## src/core/hostctl_pkg.sv

```systemverilog
// Constants shared by the host-port control block
package hostctl_pkg;
	localparam int NUM_CHANNELS = 8;
	localparam int NUM_PORTS = 4;
	localparam int CHAN_IRQ_W = 16;
	localparam int PORT_IRQ_W = 8;
	localparam int GLOBAL_IRQ_W = 12;
	localparam int GIS_PORT_LSB = 8;
	localparam logic [CHAN_IRQ_W-1:0] CHAN_MASK_RESET = 16'hffff;
	localparam logic [PORT_IRQ_W-1:0] PORT_MASK_RESET = 8'hff;
	localparam logic [NUM_CHANNELS-1:0] POWER_RESET = 8'h00;
	localparam int ACK_DELAY_NS = 10;
	localparam int CLK_PERIOD_NS = 5;
	localparam int ACK_DELAY_CYC = (ACK_DELAY_NS + CLK_PERIOD_NS - 1) / CLK_PERIOD_NS;
	localparam int ACK_CNT_W = 3;
	localparam int ALE_IDLE_CYC = 4;
	localparam int ALE_CNT_W = 3;

	typedef enum logic [1:0] {
		IRQ_PP_LOW = 2'b00,
		IRQ_PP_HIGH = 2'b01,
		IRQ_OPEN_DRAIN = 2'b10,
		IRQ_OPEN_DRAIN2 = 2'b11
	} irq_type_e;

	typedef enum logic [1:0] {
		BUS_DEMUX_I = 2'b00,
		BUS_DEMUX_M = 2'b01,
		BUS_MUX_I = 2'b10
	} bus_style_e;

	typedef enum logic [1:0] {
		ACK_IDLE = 2'b00,
		ACK_WAIT = 2'b01,
		ACK_HOLD = 2'b10
	} ack_state_e;
endpackage : hostctl_pkg

```

## src/core/irq_status_bank.sv

```systemverilog
// Sticky interrupt status bits with software clear, set winning over clear
`timescale 1ns/1ps
module irq_status_bank
	import hostctl_pkg::*;
#(
	parameter int W = 8
) (
	// Clock and reset
	input wire logic clk,
	input wire logic rst_n,
	input wire logic hard_clear,
	// Events and clears
	input wire logic [W-1:0] ev_set,
	input wire logic [W-1:0] sw_clear,
	input wire logic [W-1:0] mask,
	// Status
	output logic [W-1:0] status,
	output logic pending
);
	logic [W-1:0] status_reg;
	logic [W-1:0] status_next;

	// Each bit: unmasked event sets, clear drops, set wins
	genvar i;
	generate
		for (i = 0; i < W; i++) begin : g_bit
			always_comb begin
				if (hard_clear) begin
					status_next[i] = 1'b0;
				end else if (ev_set[i] && !mask[i]) begin
					status_next[i] = 1'b1;
				end else if (sw_clear[i]) begin
					status_next[i] = 1'b0;
				end else begin
					status_next[i] = status_reg[i];
				end
			end
		end
	endgenerate

	// Status register
	always_ff @(posedge clk or negedge rst_n) begin
		if (!rst_n) begin
			status_reg <= '0;
		end else begin
			status_reg <= status_next;
		end
	end

	assign status = status_reg;
	assign pending = |status_reg;

	// A set and a clear together leave the bit set
	set_wins_a: assert property (@(posedge clk) disable iff (!rst_n)
		(!hard_clear && (ev_set[0] && !mask[0]) && sw_clear[0]) |=> status_reg[0])
		else $error("status bit lost on simultaneous set and clear");
endmodule : irq_status_bank

```

## src/core/bus_ack_unit.sv

```systemverilog
// Transfer acknowledge sequencing and bus style detection
`timescale 1ns/1ps
module bus_ack_unit
	import hostctl_pkg::*;
(
	// Clock and reset
	input wire logic clk,
	input wire logic rst_n,
	input wire logic hard_clear,
	// Bus cycle qualifiers
	input wire logic cycle_req,
	input wire logic ale_in,
	// Results
	output logic ack_act,
	output bus_style_e style
);
	ack_state_e state_reg;
	ack_state_e state_next;
	logic [ACK_CNT_W-1:0] cnt_reg;
	logic [ACK_CNT_W-1:0] cnt_next;
	logic ale_prev_reg;
	logic ale_prev_next;
	logic [ALE_CNT_W-1:0] idle_reg;
	logic [ALE_CNT_W-1:0] idle_next;
	logic toggled_reg;
	logic toggled_next;
	logic ale_seen_reg;
	logic ale_seen_next;

	// Acknowledge state machine: wait, then hold until the cycle ends
	always_comb begin
		state_next = state_reg;
		cnt_next = cnt_reg;
		if (hard_clear) begin
			state_next = ACK_IDLE;
			cnt_next = '0;
		end else begin
			unique case (state_reg)
				ACK_IDLE: begin
					cnt_next = '0;
					if (cycle_req) begin
						state_next = ACK_WAIT;
					end
				end
				ACK_WAIT: begin
					cnt_next = cnt_reg + 1'b1;
					if (!cycle_req) begin
						state_next = ACK_IDLE;
					end else if (cnt_reg == ACK_CNT_W'(ACK_DELAY_CYC - 1)) begin
						state_next = ACK_HOLD;
					end
				end
				ACK_HOLD: begin
					if (!cycle_req) begin
						state_next = ACK_IDLE;
					end
				end
				default: begin
					state_next = ACK_IDLE;
				end
			endcase
		end
	end

	// Style detection: a recent ALE edge means multiplexed operation
	always_comb begin
		ale_prev_next = ale_in;
		ale_seen_next = 1'b1; // First edge after reset only learns the pin level
		idle_next = idle_reg;
		toggled_next = toggled_reg;
		if (ale_seen_reg && ale_in != ale_prev_reg) begin
			idle_next = '0;
			toggled_next = 1'b1;
		end else if (idle_reg == ALE_CNT_W'(ALE_IDLE_CYC)) begin
			toggled_next = 1'b0;
		end else begin
			idle_next = idle_reg + 1'b1;
		end
	end

	// State registers
	always_ff @(posedge clk or negedge rst_n) begin
		if (!rst_n) begin
			state_reg <= ACK_IDLE;
			cnt_reg <= '0;
			ale_prev_reg <= 1'b0;
			idle_reg <= '0;
			toggled_reg <= 1'b0;
			ale_seen_reg <= 1'b0;
		end else begin
			state_reg <= state_next;
			cnt_reg <= cnt_next;
			ale_prev_reg <= ale_prev_next;
			idle_reg <= idle_next;
			toggled_reg <= toggled_next;
			ale_seen_reg <= ale_seen_next;
		end
	end

	assign ack_act = (state_reg == ACK_HOLD);
	assign style = toggled_reg ? BUS_MUX_I : (ale_prev_reg ? BUS_DEMUX_M : BUS_DEMUX_I);

	// Acknowledge comes after the wait when the cycle stays up
	ack_time_a: assert property (@(posedge clk) disable iff (!rst_n || hard_clear)
		(state_reg == ACK_IDLE && cycle_req) ##1 cycle_req [*2] |=> ack_act)
		else $error("acknowledge late");
	// Acknowledge drops one cycle after the cycle ends
	ack_release_a: assert property (@(posedge clk) disable iff (!rst_n)
		(ack_act && !cycle_req) |=> !ack_act)
		else $error("acknowledge held after release");
	// Acknowledge stays while the cycle stays
	ack_hold_a: assert property (@(posedge clk) disable iff (!rst_n)
		(ack_act && cycle_req && !hard_clear) |=> ack_act)
		else $error("acknowledge dropped early");
endmodule : bus_ack_unit

```

## src/core/host_ctl.sv

```systemverilog
// Host port control: reset, bus width, byte lanes, acknowledge, interrupt pin
// Contract
// Hard clear high puts the device in reset while held.
// Powered during hard clear; all channels powered down after release.
// Software sets channel power-up bits; channels never wake themselves.
// Output-only pins float during hard clear.
// Data lines float in hard clear when read strobe and irq ack high.
// Oscillator stopped in hard clear; its output floats while osc_in high.
// Sixteen-bit first style: byte select marks upper lane transfer.
// Sixteen-bit second style: byte select marks lower lane transfer.
// Eight-bit mode ignores byte select; host ties it high.
// Width input low selects 8-bit, high selects 16-bit with words.
// In 16-bit mode address bit zero plus byte select pick lanes.
// Acknowledge asserts when ready to complete the transfer.
// Acknowledge holds until strobe, select or irq ack go inactive.
// One interrupt pin merges all channel and enabled port sources.
// Every source maskable by channel and port mask registers.
// Pending shown in global, channel and port status registers.
// Interrupt pin: push-pull low, push-pull high or open drain.
// In chain mode the request is driven only while chain enable high.
// Request drops on chain enable low or all status bits clear.
// ALE low, high or toggling selects bus style.
`timescale 1ns/1ps
module host_ctl
	import hostctl_pkg::*;
(
	// Clock and reset
	input wire logic MCLK,
	input wire logic NRST,
	input wire logic HARD_CLEAR_IN,
	// Bus pins
	input wire logic BUS_WIDE,
	input wire logic ALE_IN,
	input wire logic CS_N,
	input wire logic READ_N,
	input wire logic WRITE_N,
	input wire logic DATA_STROBE_N,
	input wire logic IRQ_ACK_IN,
	input wire logic ADDR_BIT_ZERO,
	input wire logic BYTE_SEL_N,
	// Acknowledge pin (open drain)
	output logic TRANSFER_ACK_N_O,
	output logic TRANSFER_ACK_N_OE,
	// Byte lane decode
	output logic LOW_LANE,
	output logic HIGH_LANE,
	output logic WORD_XFER,
	output logic DATA_OE,
	output logic [1:0] BUS_STYLE,
	// Oscillator
	input wire logic OSC_IN,
	output logic OSC_RUN,
	output logic OSC_OUT_O,
	output logic OSC_OUT_OE,
	// Channel power
	input wire logic [NUM_CHANNELS-1:0] CHANNEL_POWER_UP_WR,
	input wire logic [NUM_CHANNELS-1:0] CHANNEL_POWER_UP_VAL,
	output logic [NUM_CHANNELS-1:0] CHANNEL_POWERED,
	// Interrupt sources, masks and clears
	input wire logic [NUM_CHANNELS*CHAN_IRQ_W-1:0] CHANNEL_EVENTS,
	input wire logic [NUM_CHANNELS*CHAN_IRQ_W-1:0] CHANNEL_IRQ_MASK,
	input wire logic [NUM_CHANNELS*CHAN_IRQ_W-1:0] CHANNEL_IRQ_CLEAR,
	input wire logic [NUM_PORTS*PORT_IRQ_W-1:0] PORT_EVENTS,
	input wire logic [NUM_PORTS*PORT_IRQ_W-1:0] PORT_IRQ_MASK,
	input wire logic [NUM_PORTS*PORT_IRQ_W-1:0] PORT_IRQ_CLEAR,
	input wire logic [NUM_PORTS-1:0] PORT_IRQ_ENABLE,
	// Interrupt status
	output logic [NUM_CHANNELS*CHAN_IRQ_W-1:0] CHANNEL_IRQ_STATUS,
	output logic [NUM_PORTS*PORT_IRQ_W-1:0] PORT_IRQ_STATUS,
	output logic [GLOBAL_IRQ_W-1:0] GLOBAL_IRQ_STATUS,
	// Interrupt pin configuration and output
	input wire logic [1:0] IRQ_PIN_CONFIG,
	input wire logic CHAIN_MODE,
	input wire logic CHAIN_ENABLE_IN,
	output logic IRQ_O,
	output logic IRQ_OE
);
	logic [NUM_CHANNELS-1:0] power_reg;
	logic [NUM_CHANNELS-1:0] power_next;
	logic [NUM_CHANNELS-1:0] chan_pend;
	logic [NUM_PORTS-1:0] port_pend;
	logic [GLOBAL_IRQ_W-1:0] gis_reg;
	logic [GLOBAL_IRQ_W-1:0] gis_next;
	logic irq_req_reg;
	logic irq_req_next;
	logic lo_reg;
	logic lo_next;
	logic hi_reg;
	logic hi_next;
	logic word_reg;
	logic word_next;
	logic cycle_req;
	logic ack_act;
	logic strobe_act;
	bus_style_e style;
	irq_type_e irq_type;

	// Lane decode shared by both bus styles
	function automatic logic [2:0] lane_decode(input logic wide, input logic motor,
		input logic a0, input logic sel_act);
		logic [2:0] r;
		r = 3'b001;
		if (wide) begin
			if (motor) begin
				r = sel_act ? (a0 ? 3'b001 : 3'b111) : 3'b010;
			end else begin
				r = sel_act ? (a0 ? 3'b010 : 3'b111) : 3'b001;
			end
		end
		return r;
	endfunction : lane_decode

	// Strobe and cycle qualification per bus style
	always_comb begin
		if (style == BUS_DEMUX_M) begin
			strobe_act = !DATA_STROBE_N;
		end else begin
			strobe_act = !READ_N || !WRITE_N;
		end
		cycle_req = !HARD_CLEAR_IN && ((!CS_N && strobe_act) || !IRQ_ACK_IN);
	end

	// Acknowledge sequencing and style detection
	bus_ack_unit u_ack (
		.clk(MCLK),
		.rst_n(NRST),
		.hard_clear(HARD_CLEAR_IN),
		.cycle_req(cycle_req),
		.ale_in(ALE_IN),
		.ack_act(ack_act),
		.style(style)
	);

	// Channel status banks
	genvar c;
	generate
		for (c = 0; c < NUM_CHANNELS; c++) begin : g_chan
			irq_status_bank #(.W(CHAN_IRQ_W)) u_bank (
				.clk(MCLK),
				.rst_n(NRST),
				.hard_clear(HARD_CLEAR_IN),
				.ev_set(CHANNEL_EVENTS[c*CHAN_IRQ_W +: CHAN_IRQ_W]),
				.sw_clear(CHANNEL_IRQ_CLEAR[c*CHAN_IRQ_W +: CHAN_IRQ_W]),
				.mask(CHANNEL_IRQ_MASK[c*CHAN_IRQ_W +: CHAN_IRQ_W]),
				.status(CHANNEL_IRQ_STATUS[c*CHAN_IRQ_W +: CHAN_IRQ_W]),
				.pending(chan_pend[c])
			);
		end
	endgenerate

	// Port status banks; a disabled port sets no new status bits
	genvar p;
	generate
		for (p = 0; p < NUM_PORTS; p++) begin : g_port
			irq_status_bank #(.W(PORT_IRQ_W)) u_bank (
				.clk(MCLK),
				.rst_n(NRST),
				.hard_clear(HARD_CLEAR_IN),
				.ev_set(PORT_EVENTS[p*PORT_IRQ_W +: PORT_IRQ_W]),
				.sw_clear(PORT_IRQ_CLEAR[p*PORT_IRQ_W +: PORT_IRQ_W]),
				.mask(PORT_IRQ_MASK[p*PORT_IRQ_W +: PORT_IRQ_W] |
					{PORT_IRQ_W{!PORT_IRQ_ENABLE[p]}}),
				.status(PORT_IRQ_STATUS[p*PORT_IRQ_W +: PORT_IRQ_W]),
				.pending(port_pend[p])
			);
		end
	endgenerate

	// Power, global status, request and lane registers' next values
	always_comb begin
		logic [2:0] lanes;
		lanes = lane_decode(BUS_WIDE, style == BUS_DEMUX_M, ADDR_BIT_ZERO, !BYTE_SEL_N);
		power_next = power_reg;
		for (int i = 0; i < NUM_CHANNELS; i++) begin
			if (CHANNEL_POWER_UP_WR[i]) begin
				power_next[i] = CHANNEL_POWER_UP_VAL[i];
			end
		end
		gis_next = {port_pend, chan_pend};
		irq_req_next = (|chan_pend || |port_pend) && (!CHAIN_MODE || CHAIN_ENABLE_IN);
		lo_next = lanes[0];
		hi_next = lanes[1];
		word_next = lanes[2] && BUS_WIDE;
		if (HARD_CLEAR_IN) begin
			power_next = POWER_RESET;
			gis_next = '0;
			irq_req_next = 1'b0;
		end
	end

	// Registers
	always_ff @(posedge MCLK or negedge NRST) begin
		if (!NRST) begin
			power_reg <= POWER_RESET;
			gis_reg <= '0;
			irq_req_reg <= 1'b0;
			lo_reg <= 1'b1;
			hi_reg <= 1'b0;
			word_reg <= 1'b0;
		end else begin
			power_reg <= power_next;
			gis_reg <= gis_next;
			irq_req_reg <= irq_req_next;
			lo_reg <= lo_next;
			hi_reg <= hi_next;
			word_reg <= word_next;
		end
	end

	assign irq_type = irq_type_e'(IRQ_PIN_CONFIG);

	// Pin drivers; interrupt and acknowledge float in hard clear, data and oscillator output only when idle
	always_comb begin
		CHANNEL_POWERED = HARD_CLEAR_IN ? {NUM_CHANNELS{1'b1}} : power_reg;
		TRANSFER_ACK_N_O = 1'b0;
		TRANSFER_ACK_N_OE = ack_act && !HARD_CLEAR_IN;
		OSC_RUN = !HARD_CLEAR_IN;
		OSC_OUT_O = !OSC_IN;
		OSC_OUT_OE = !(HARD_CLEAR_IN && OSC_IN);
		DATA_OE = !HARD_CLEAR_IN ? (!CS_N && !READ_N) || !IRQ_ACK_IN
			: !(READ_N && IRQ_ACK_IN);
		unique case (irq_type)
			IRQ_PP_LOW: begin
				IRQ_O = !irq_req_reg;
				IRQ_OE = 1'b1;
			end
			IRQ_PP_HIGH: begin
				IRQ_O = irq_req_reg;
				IRQ_OE = 1'b1;
			end
			IRQ_OPEN_DRAIN, IRQ_OPEN_DRAIN2: begin
				IRQ_O = 1'b0;
				IRQ_OE = irq_req_reg;
			end
		endcase
		if (HARD_CLEAR_IN) begin
			IRQ_OE = 1'b0;
		end
	end

	assign LOW_LANE = lo_reg;
	assign HIGH_LANE = hi_reg;
	assign WORD_XFER = word_reg;
	assign GLOBAL_IRQ_STATUS = gis_reg;
	assign BUS_STYLE = style;

	// Chain enable low drops the request next cycle
	chain_gate_a: assert property (@(posedge MCLK) disable iff (!NRST)
		(CHAIN_MODE && !CHAIN_ENABLE_IN) |=> !irq_req_reg)
		else $error("request while chain disabled");
	// No pending status means the request falls
	irq_clear_a: assert property (@(posedge MCLK) disable iff (!NRST)
		(chan_pend == '0 && port_pend == '0) |=> !irq_req_reg)
		else $error("request without pending status");
	// Pending status raises the request when not gated
	irq_raise_a: assert property (@(posedge MCLK)
		disable iff (!NRST || HARD_CLEAR_IN)
		(|chan_pend && !CHAIN_MODE) |=> irq_req_reg)
		else $error("pending source without request");
	// Chain enable high lets a port request through
	chain_pass_a: assert property (@(posedge MCLK)
		disable iff (!NRST || HARD_CLEAR_IN)
		(|port_pend && CHAIN_MODE && CHAIN_ENABLE_IN) |=> irq_req_reg)
		else $error("request blocked with chain enabled");
	// Channels wake powered down after hard clear
	power_reset_a: assert property (@(posedge MCLK) disable iff (!NRST)
		$fell(HARD_CLEAR_IN) && CHANNEL_POWER_UP_WR == '0 |-> CHANNEL_POWERED == '0)
		else $error("channel powered after hard clear");
	// Channels keep their power state without a write
	power_keep_a: assert property (@(posedge MCLK) disable iff (!NRST)
		(CHANNEL_POWER_UP_WR == '0 && !HARD_CLEAR_IN) |=> $stable(power_reg))
		else $error("channel power changed by itself");
	// All channels powered while hard clear is held
	power_clear_a: assert property (@(posedge MCLK) disable iff (!NRST)
		HARD_CLEAR_IN |-> &CHANNEL_POWERED)
		else $error("channel unpowered during hard clear");
	// Interrupt and acknowledge outputs float and the oscillator stops throughout hard clear
	float_reset_a: assert property (@(posedge MCLK) disable iff (!NRST)
		HARD_CLEAR_IN |-> !IRQ_OE && !TRANSFER_ACK_N_OE && !OSC_RUN)
		else $error("driven output during hard clear");
	// Data lines float in hard clear with read and irq ack idle
	data_float_a: assert property (@(posedge MCLK) disable iff (!NRST)
		(HARD_CLEAR_IN && READ_N && IRQ_ACK_IN) |-> !DATA_OE)
		else $error("data lines driven during hard clear");
	// Oscillator output floats in hard clear while its input is high
	osc_float_a: assert property (@(posedge MCLK) disable iff (!NRST)
		(HARD_CLEAR_IN && OSC_IN) |-> !OSC_OUT_OE)
		else $error("oscillator output driven during hard clear");
	// First style: active select with odd address picks the upper lane
	upper_lane_a: assert property (@(posedge MCLK) disable iff (!NRST)
		(BUS_WIDE && style != BUS_DEMUX_M && !BYTE_SEL_N && ADDR_BIT_ZERO)
		|=> HIGH_LANE && !LOW_LANE && !WORD_XFER)
		else $error("upper lane not selected");
	// Second style: active select with odd address picks the lower lane
	lower_lane_a: assert property (@(posedge MCLK) disable iff (!NRST)
		(BUS_WIDE && style == BUS_DEMUX_M && !BYTE_SEL_N && ADDR_BIT_ZERO)
		|=> LOW_LANE && !HIGH_LANE && !WORD_XFER)
		else $error("lower lane not selected");
	// Sixteen-bit mode with select and even address moves a word
	word_lane_a: assert property (@(posedge MCLK) disable iff (!NRST)
		(BUS_WIDE && !BYTE_SEL_N && !ADDR_BIT_ZERO) |=> WORD_XFER)
		else $error("word transfer not selected");
	// Eight-bit mode ignores byte select
	narrow_lane_a: assert property (@(posedge MCLK) disable iff (!NRST)
		!BUS_WIDE |=> LOW_LANE && !HIGH_LANE && !WORD_XFER)
		else $error("byte select used in 8-bit mode");
	// Push-pull low drives the inverted request
	irq_level_a: assert property (@(posedge MCLK)
		disable iff (!NRST || HARD_CLEAR_IN)
		irq_type == IRQ_PP_LOW |-> IRQ_OE && (IRQ_O == !irq_req_reg))
		else $error("wrong push-pull low level");
	// Open drain only pulls low while requesting
	irq_drain_a: assert property (@(posedge MCLK)
		disable iff (!NRST || HARD_CLEAR_IN)
		(irq_type == IRQ_OPEN_DRAIN || irq_type == IRQ_OPEN_DRAIN2)
		|-> !IRQ_O && (IRQ_OE == irq_req_reg))
		else $error("wrong open-drain drive");
endmodule : host_ctl

```

## config.mk

```make
export PLATFORM = sky130hd
export DESIGN_NAME = host_ctl
export DESIGN_NICKNAME = d
export VERILOG_FILES = /design/src/core/hostctl_pkg.sv /design/src/core/irq_status_bank.sv /design/src/core/bus_ack_unit.sv /design/src/core/host_ctl.sv
export SDC_FILE = /design/constraint.sdc
export NUM_CORES = 1
export LEC_CHECK = 0
export ABC_AREA = 1
export BUFFER_PORTS_ARGS = -buffer_cell sky130_fd_sc_hd__buf_2
export CAP_MARGIN = 20
export CORE_AREA = 3 3 276 278
export CTS_CLUSTER_DIAMETER = 30
export DETAILED_ROUTE_END_ITERATION = 7
export DIE_AREA = 0 0 279 281
export SLEW_MARGIN = 20
export SYNTH_ARGS = -nofsm -noshare
export SYNTH_HDL_FRONTEND = slang
export SYNTH_SLANG_ARGS = --single-unit
```

## constraint.sdc

```tcl
create_clock -name MCLK -period 1.1 [get_ports MCLK]
set_input_delay 0.22 -clock MCLK [delete_from_list [all_inputs] [get_ports MCLK]]
set_output_delay 0.22 -clock MCLK [all_outputs]
set_load 0.01 [all_outputs]
```

* Word-level counts from Yosys, hierarchy flattened
Index checks and enable logic that the tools add are counted.
** Storage, ports and cells
- Bits in registers :: 195
- Input port bits :: 517
- Output and inout port bits :: 193
- Word-level logic and storage cells :: 1253
** Cells by class
- Add/sub/neg operators :: 2
- Equal/unequal tests :: 13
- Mux-type cells :: 517
- Bitwise gates (word level) :: 4
- Reduce and logical (&&, ||, !) cells :: 538
** Operator list (number)
- $mux 1 :: 495
- $reduce_bool 3->1 :: 161
- $logic_not 1->1 :: 175
- $logic_and 1x1->1 :: 169
- $reduce_or 128->1 :: 1
- $reduce_or 16->1 :: 8
- $or 8x8->8 :: 4
- $reduce_or 32->1 :: 1
- $reduce_or 8->1 :: 4
- $mux 3 :: 9
- $reduce_bool 2->1 :: 9
- $mux 8 :: 2
- $mux 12 :: 1
- $mux 2 :: 6
- $add 3x1->3 const B :: 2
- $eq 2x1->1 const B :: 3
- $eq 2x2->1 const B :: 3
- $pmux 2 s3 :: 1
- $pmux 3 s2 :: 1
- $logic_or 1x1->1 :: 5
- $logic_not 2->1 :: 2
- $ne 4x4->1 const B :: 1
- $reduce_or 2->1 :: 2
- $eq 3x1->1 const B :: 1
- 8 further kinds :: 8

* Logic depth before layout (Yosys ltp)
- Word-level depth :: 10
- Gate-level depth with buffers :: 9
- Mapped depth without buffers :: 9

* Cells and area by module
A second synthesis with hierarchy kept.
** Second synthesis, totals
- Cells, all modules :: 1417
- Area total of the unflattened synthesis :: 10531.4 µm²
** Modules (own cells, without submodules)
- irq_status_bank at g_chan[0].u_bank ... :: instances 8, cells an instance 113, area an instance 853.3 µm², sequential area each 400.4 µm²
- irq_status_bank at g_port[0].u_bank ... :: instances 4, cells an instance 64, area an instance 457.9 µm², sequential area each 200.2 µm²
- host_ctl :: instances 1, cells an instance 193, area an instance 1317.5 µm², sequential area each 601.8 µm²
- bus_ack_unit :: instances 1, cells an instance 64, area an instance 555.5 µm², sequential area each 275.3 µm²

* Least setup slack after synthesis
OpenSTA, ideal clock, no wires.
- Path type :: reg-to-reg
- Start :: reg g_chan[4].u_bank.status_reg[15]
- End :: reg irq_req_reg
- Setup time :: 121 ps
- Data arrival time :: 1015 ps
- Data required time :: 979 ps
- Path slack :: -36 ps
- Cell stages (with the launch flop) :: 9
- Path buffers :: 0
- Clock period less this slack :: 1136 ps
- Cell sequence :: dfrtp_1 nor2_1 nand2_1 nor2_1 nand2_1 nor2_1 nand3_1 nor2_1 nor2_1
** Between the ends
- Cells in the longest elaborated chain, start to end :: 4
** Ends and longest elaborated chain
- start, declared :: RTL line irq_status_bank.sv:20 : logic [W-1:0] status_reg;
- start signal, assigned :: RTL line irq_status_bank.sv:46 : status_reg <= status_next;
- $reduce_or 128->1 :: RTL line host_ctl.sv:180 : irq_req_next = (|chan_pend || |port_pend) && (!CHAIN_MODE || CHAIN_ENABLE_IN);
- $logic_or 1x1->1 :: RTL line host_ctl.sv:180
- $logic_and 1x1->1 :: RTL line host_ctl.sv:180
- $mux 1 :: RTL line host_ctl.sv:184 : if (HARD_CLEAR_IN) begin
- named net irq_req_next :: RTL line host_ctl.sv:85 : logic irq_req_next;
- end signal, assigned :: RTL line host_ctl.sv:203 : irq_req_reg <= irq_req_next;
- end, declared :: RTL line host_ctl.sv:84 : logic irq_req_reg;
The timed path passes the listed nets, and every way through them passes these cells.
A chain may end at the register's enable or synchronous reset.

* Worst setup path in the final report
- Start :: reg irq_req_reg
- End :: out IRQ_O
** Between the ends
- Cells in the longest elaborated chain, start to end :: 2
** Ends and longest elaborated chain
- $logic_not 1->1 :: RTL line host_ctl.sv:224 : IRQ_O = !irq_req_reg;
- $pmux 1 s3 * :: RTL line host_ctl.sv:222 : unique case (irq_type)
- end, declared :: RTL line host_ctl.sv:75 : output logic IRQ_O,
Every way passes the cells marked *; elsewhere a longest branch is shown, timed or not.

==> metrics.cfg <==
[placement]
place_area_um2 = 15800
place.gp.congestion = 0.891
dp_slack_ns = -0.787
place_hpwl_um = 40500
io_buffers = 708
place_inst = 3136

[clock_tree]
clock_path_buffers = 2
cts_root_buf = clkbuf_16
h-tree-depth = 4
cts_tree = built
insertion_delay_ns = 0.47
clk_pin_slew_ns = 0.08
cts.sinks = 195
cts_inserted_buffers = 17

[global_route]
grt_pass1_wl_um = 87600
grt_usage_pct = 14.9
grt_max_degree = 54
antenna_found_initial = 8
grt_pass1_vias = 15500
grt_overflow = 0

[cells_and_area]
design_area_um2 = 23200
stdcell_count = 3663
layout-drive-gt1-share_pct = 40.4
fin_nets = 3195
fin_util_pct = 31.3
largest_register_ffs = 128
area_growth_pct = 147

[drt]
dr.pass1.iters = 4
wl_per_cell_um = 16.8
drt_wl_total_um = 61500
postRouteAntennaNets = 0
via_count = 14100
drt_iter0_markers = 563
vias_per_cell = 3.86
drc = 0

[critical_path]
arrival_ns = 1.29
critPathKind = register to output port
worst-r2r-cell-count = 9
startpoint_type = register
critPathMaxFanout = 3
worstPathRequired_ns = 0.88
ff2ff_setup_slack_ns = -0.37
end_kind = output port

[timing]
fin_skew_ns = 0.0127
setup_viol = 194
slew_violations = 0
final.setup.worst_slack_ns = -0.408
fmax_mhz = 663
rsz0062_at_grt = true
fin_setup_tns_ns = -41.03
period_needed_ns = 1.51
final_hold_viol_count = 0
min_period_over_period_pct = 137
hold_ws_ns = 0.0164

[logic_synthesis]
syn_nets = 1790
yosysUniqueCellTypes = 27
async_flop_share_pct = 100
syn_area_per_cell_um2 = 7.42
yosysWarnings = 0
yosys_most_used_dff = dfrtp_1
synth_seq_cells = 195
syn_area_um2 = 9420
yosys.area.top_type = dfrtp_1
syn_inst = 1269
synth_top_area_share_pct = 51.6
ys_top_cells_by_area = dfrtp_1 (52%), nand2_1 (14%), inv_1 (12%), a21oi_1 (9.2%), nor2_1 (4.8%)
ys_seq_area_share_pct = 51.8
synth_edf_count = 0

[run]
drv_cap = 0

[floorplan]
rows = 100
dieArea_um2 = 78400
core_area_um2 = 74200
die_h_um = 281
io_pins = 710
floorplan.initialDensity_pct = 12.7
die_w_um = 279

[worst_hold_path]
hp-class = input port to register
whs_path_depth = 4

[status]
violations = negative setup slack
status = finished, violations left

[power_and_ir_drop]
finalPower_mw = 21.8
ir_drop_mv = 0.902
p_leak_nw = 12.4
power_density_nw_per_um2 = 937

-- cells by family after synthesis --
family	synth area share (%)
XOR/XNOR	0.186
AO/OA/AOI/OAI	10.6
adder cells (fa/ha/maj)	0.532
AND/OR/NAND/NOR	22.7
buffers and inverters	14.1
flip-flops	51.8
other	0.0798
-- layout make-up --
cell class	instances	area (µm²)
multi-input combinational	731	3530
clock buffer	18	429
sequential	195	4880
antenna	7	17.5
timing repair buffer	1414	11800
inverter	315	1180
fill	7273	51000
clock inverter	14	168
tap	969	1210
-- worst max-delay path: stages, from the launching register on --
cell and delay (ns):
dfrtp_1 0.42, inv_2 0.09, o21bai_1 0.06, a21oi_1 0.11, buf_2 0.14
-- per-layer routing --
metal  wire length (µm)  share of wire [%]  track usage, %  vias to the layer above
met2              30400                 49            26.6                      812
met5                  0                  0               0                        -
met3               4720                7.7            4.15                      220
li1                   -                  -               -                     6592
met4               3620                5.9            9.13                        0
met1              22800                 37            15.5                     6508
-- layout by cell type (no fill, tap or decap), types with 11 or more instances in the layout --
cell type        n
nand2_1        346
nand2_2         12
inv_1          303
clkbuf_16       17
inv_2           11
nand3b_1        32
buf_4           89
nor2_1          90
dfrtp_1        194
nor2_4          11
buf_2          529
a21oi_1        165
dlygate4sd3_1  440
buf_6          344
nor2_2          19
-- report_power, final --
| part | leakage (nW) | internal, mW | switching (mW) |
|---|---|---|---|
| combinational | 9.49 | 4.04 | 3.07 |
| clock | 0.297 | 3.44 | 3.26 |
| sequential | 2.58 | 7.63 | 0.337 |
| total | 12.4 | 15.1 | 6.67 |
-- what timing repair did --
item | 4_1_cts | 5_1_grt
gates resized for setup | 411 | 125
hold endpoints to repair | 361 | 3
endpoints found under the setup margin | 197 | 213
hold buffers | 442 | 3
pin swaps | 21 | 30
setup buffers | 31 | 69
cloned | 0 | 0
-- cell usage after synthesis, types with 3 or more instances --
master and count:
a21oi_1 173, buf_1 4, buf_2 20, buf_4 3, dfrtp_1 194, ha_1 4
inv_1 313, nand2_1 361, nand3_1 15, nand3b_1 32, nor2_1 120, o21ai_0 5
o31ai_1 7
-- worst paths after layout --
path	startpoint	endpoint
max reg2reg	g_port[2].u_bank.status[5]$_DFFE_PN0P_	irq_req_reg$_DFF_PN0_
min	CHANNEL_IRQ_MASK[47]	g_chan[2].u_bank.status[15]$_DFFE_PN0P_
min reg2reg	u_ack.idle_reg[0]$_DFFE_PN0P_	u_ack.idle_reg[0]$_DFFE_PN0P_
max	irq_req_reg$_DFF_PN0_	IRQ_O
max in group asynchronous	NRST	g_chan[7].u_bank.status[15]$_DFFE_PN0P_
min in group asynchronous	NRST	WORD_XFER$_DFF_PN0_
Note: power is estimated with default switching activity, not from simulation.
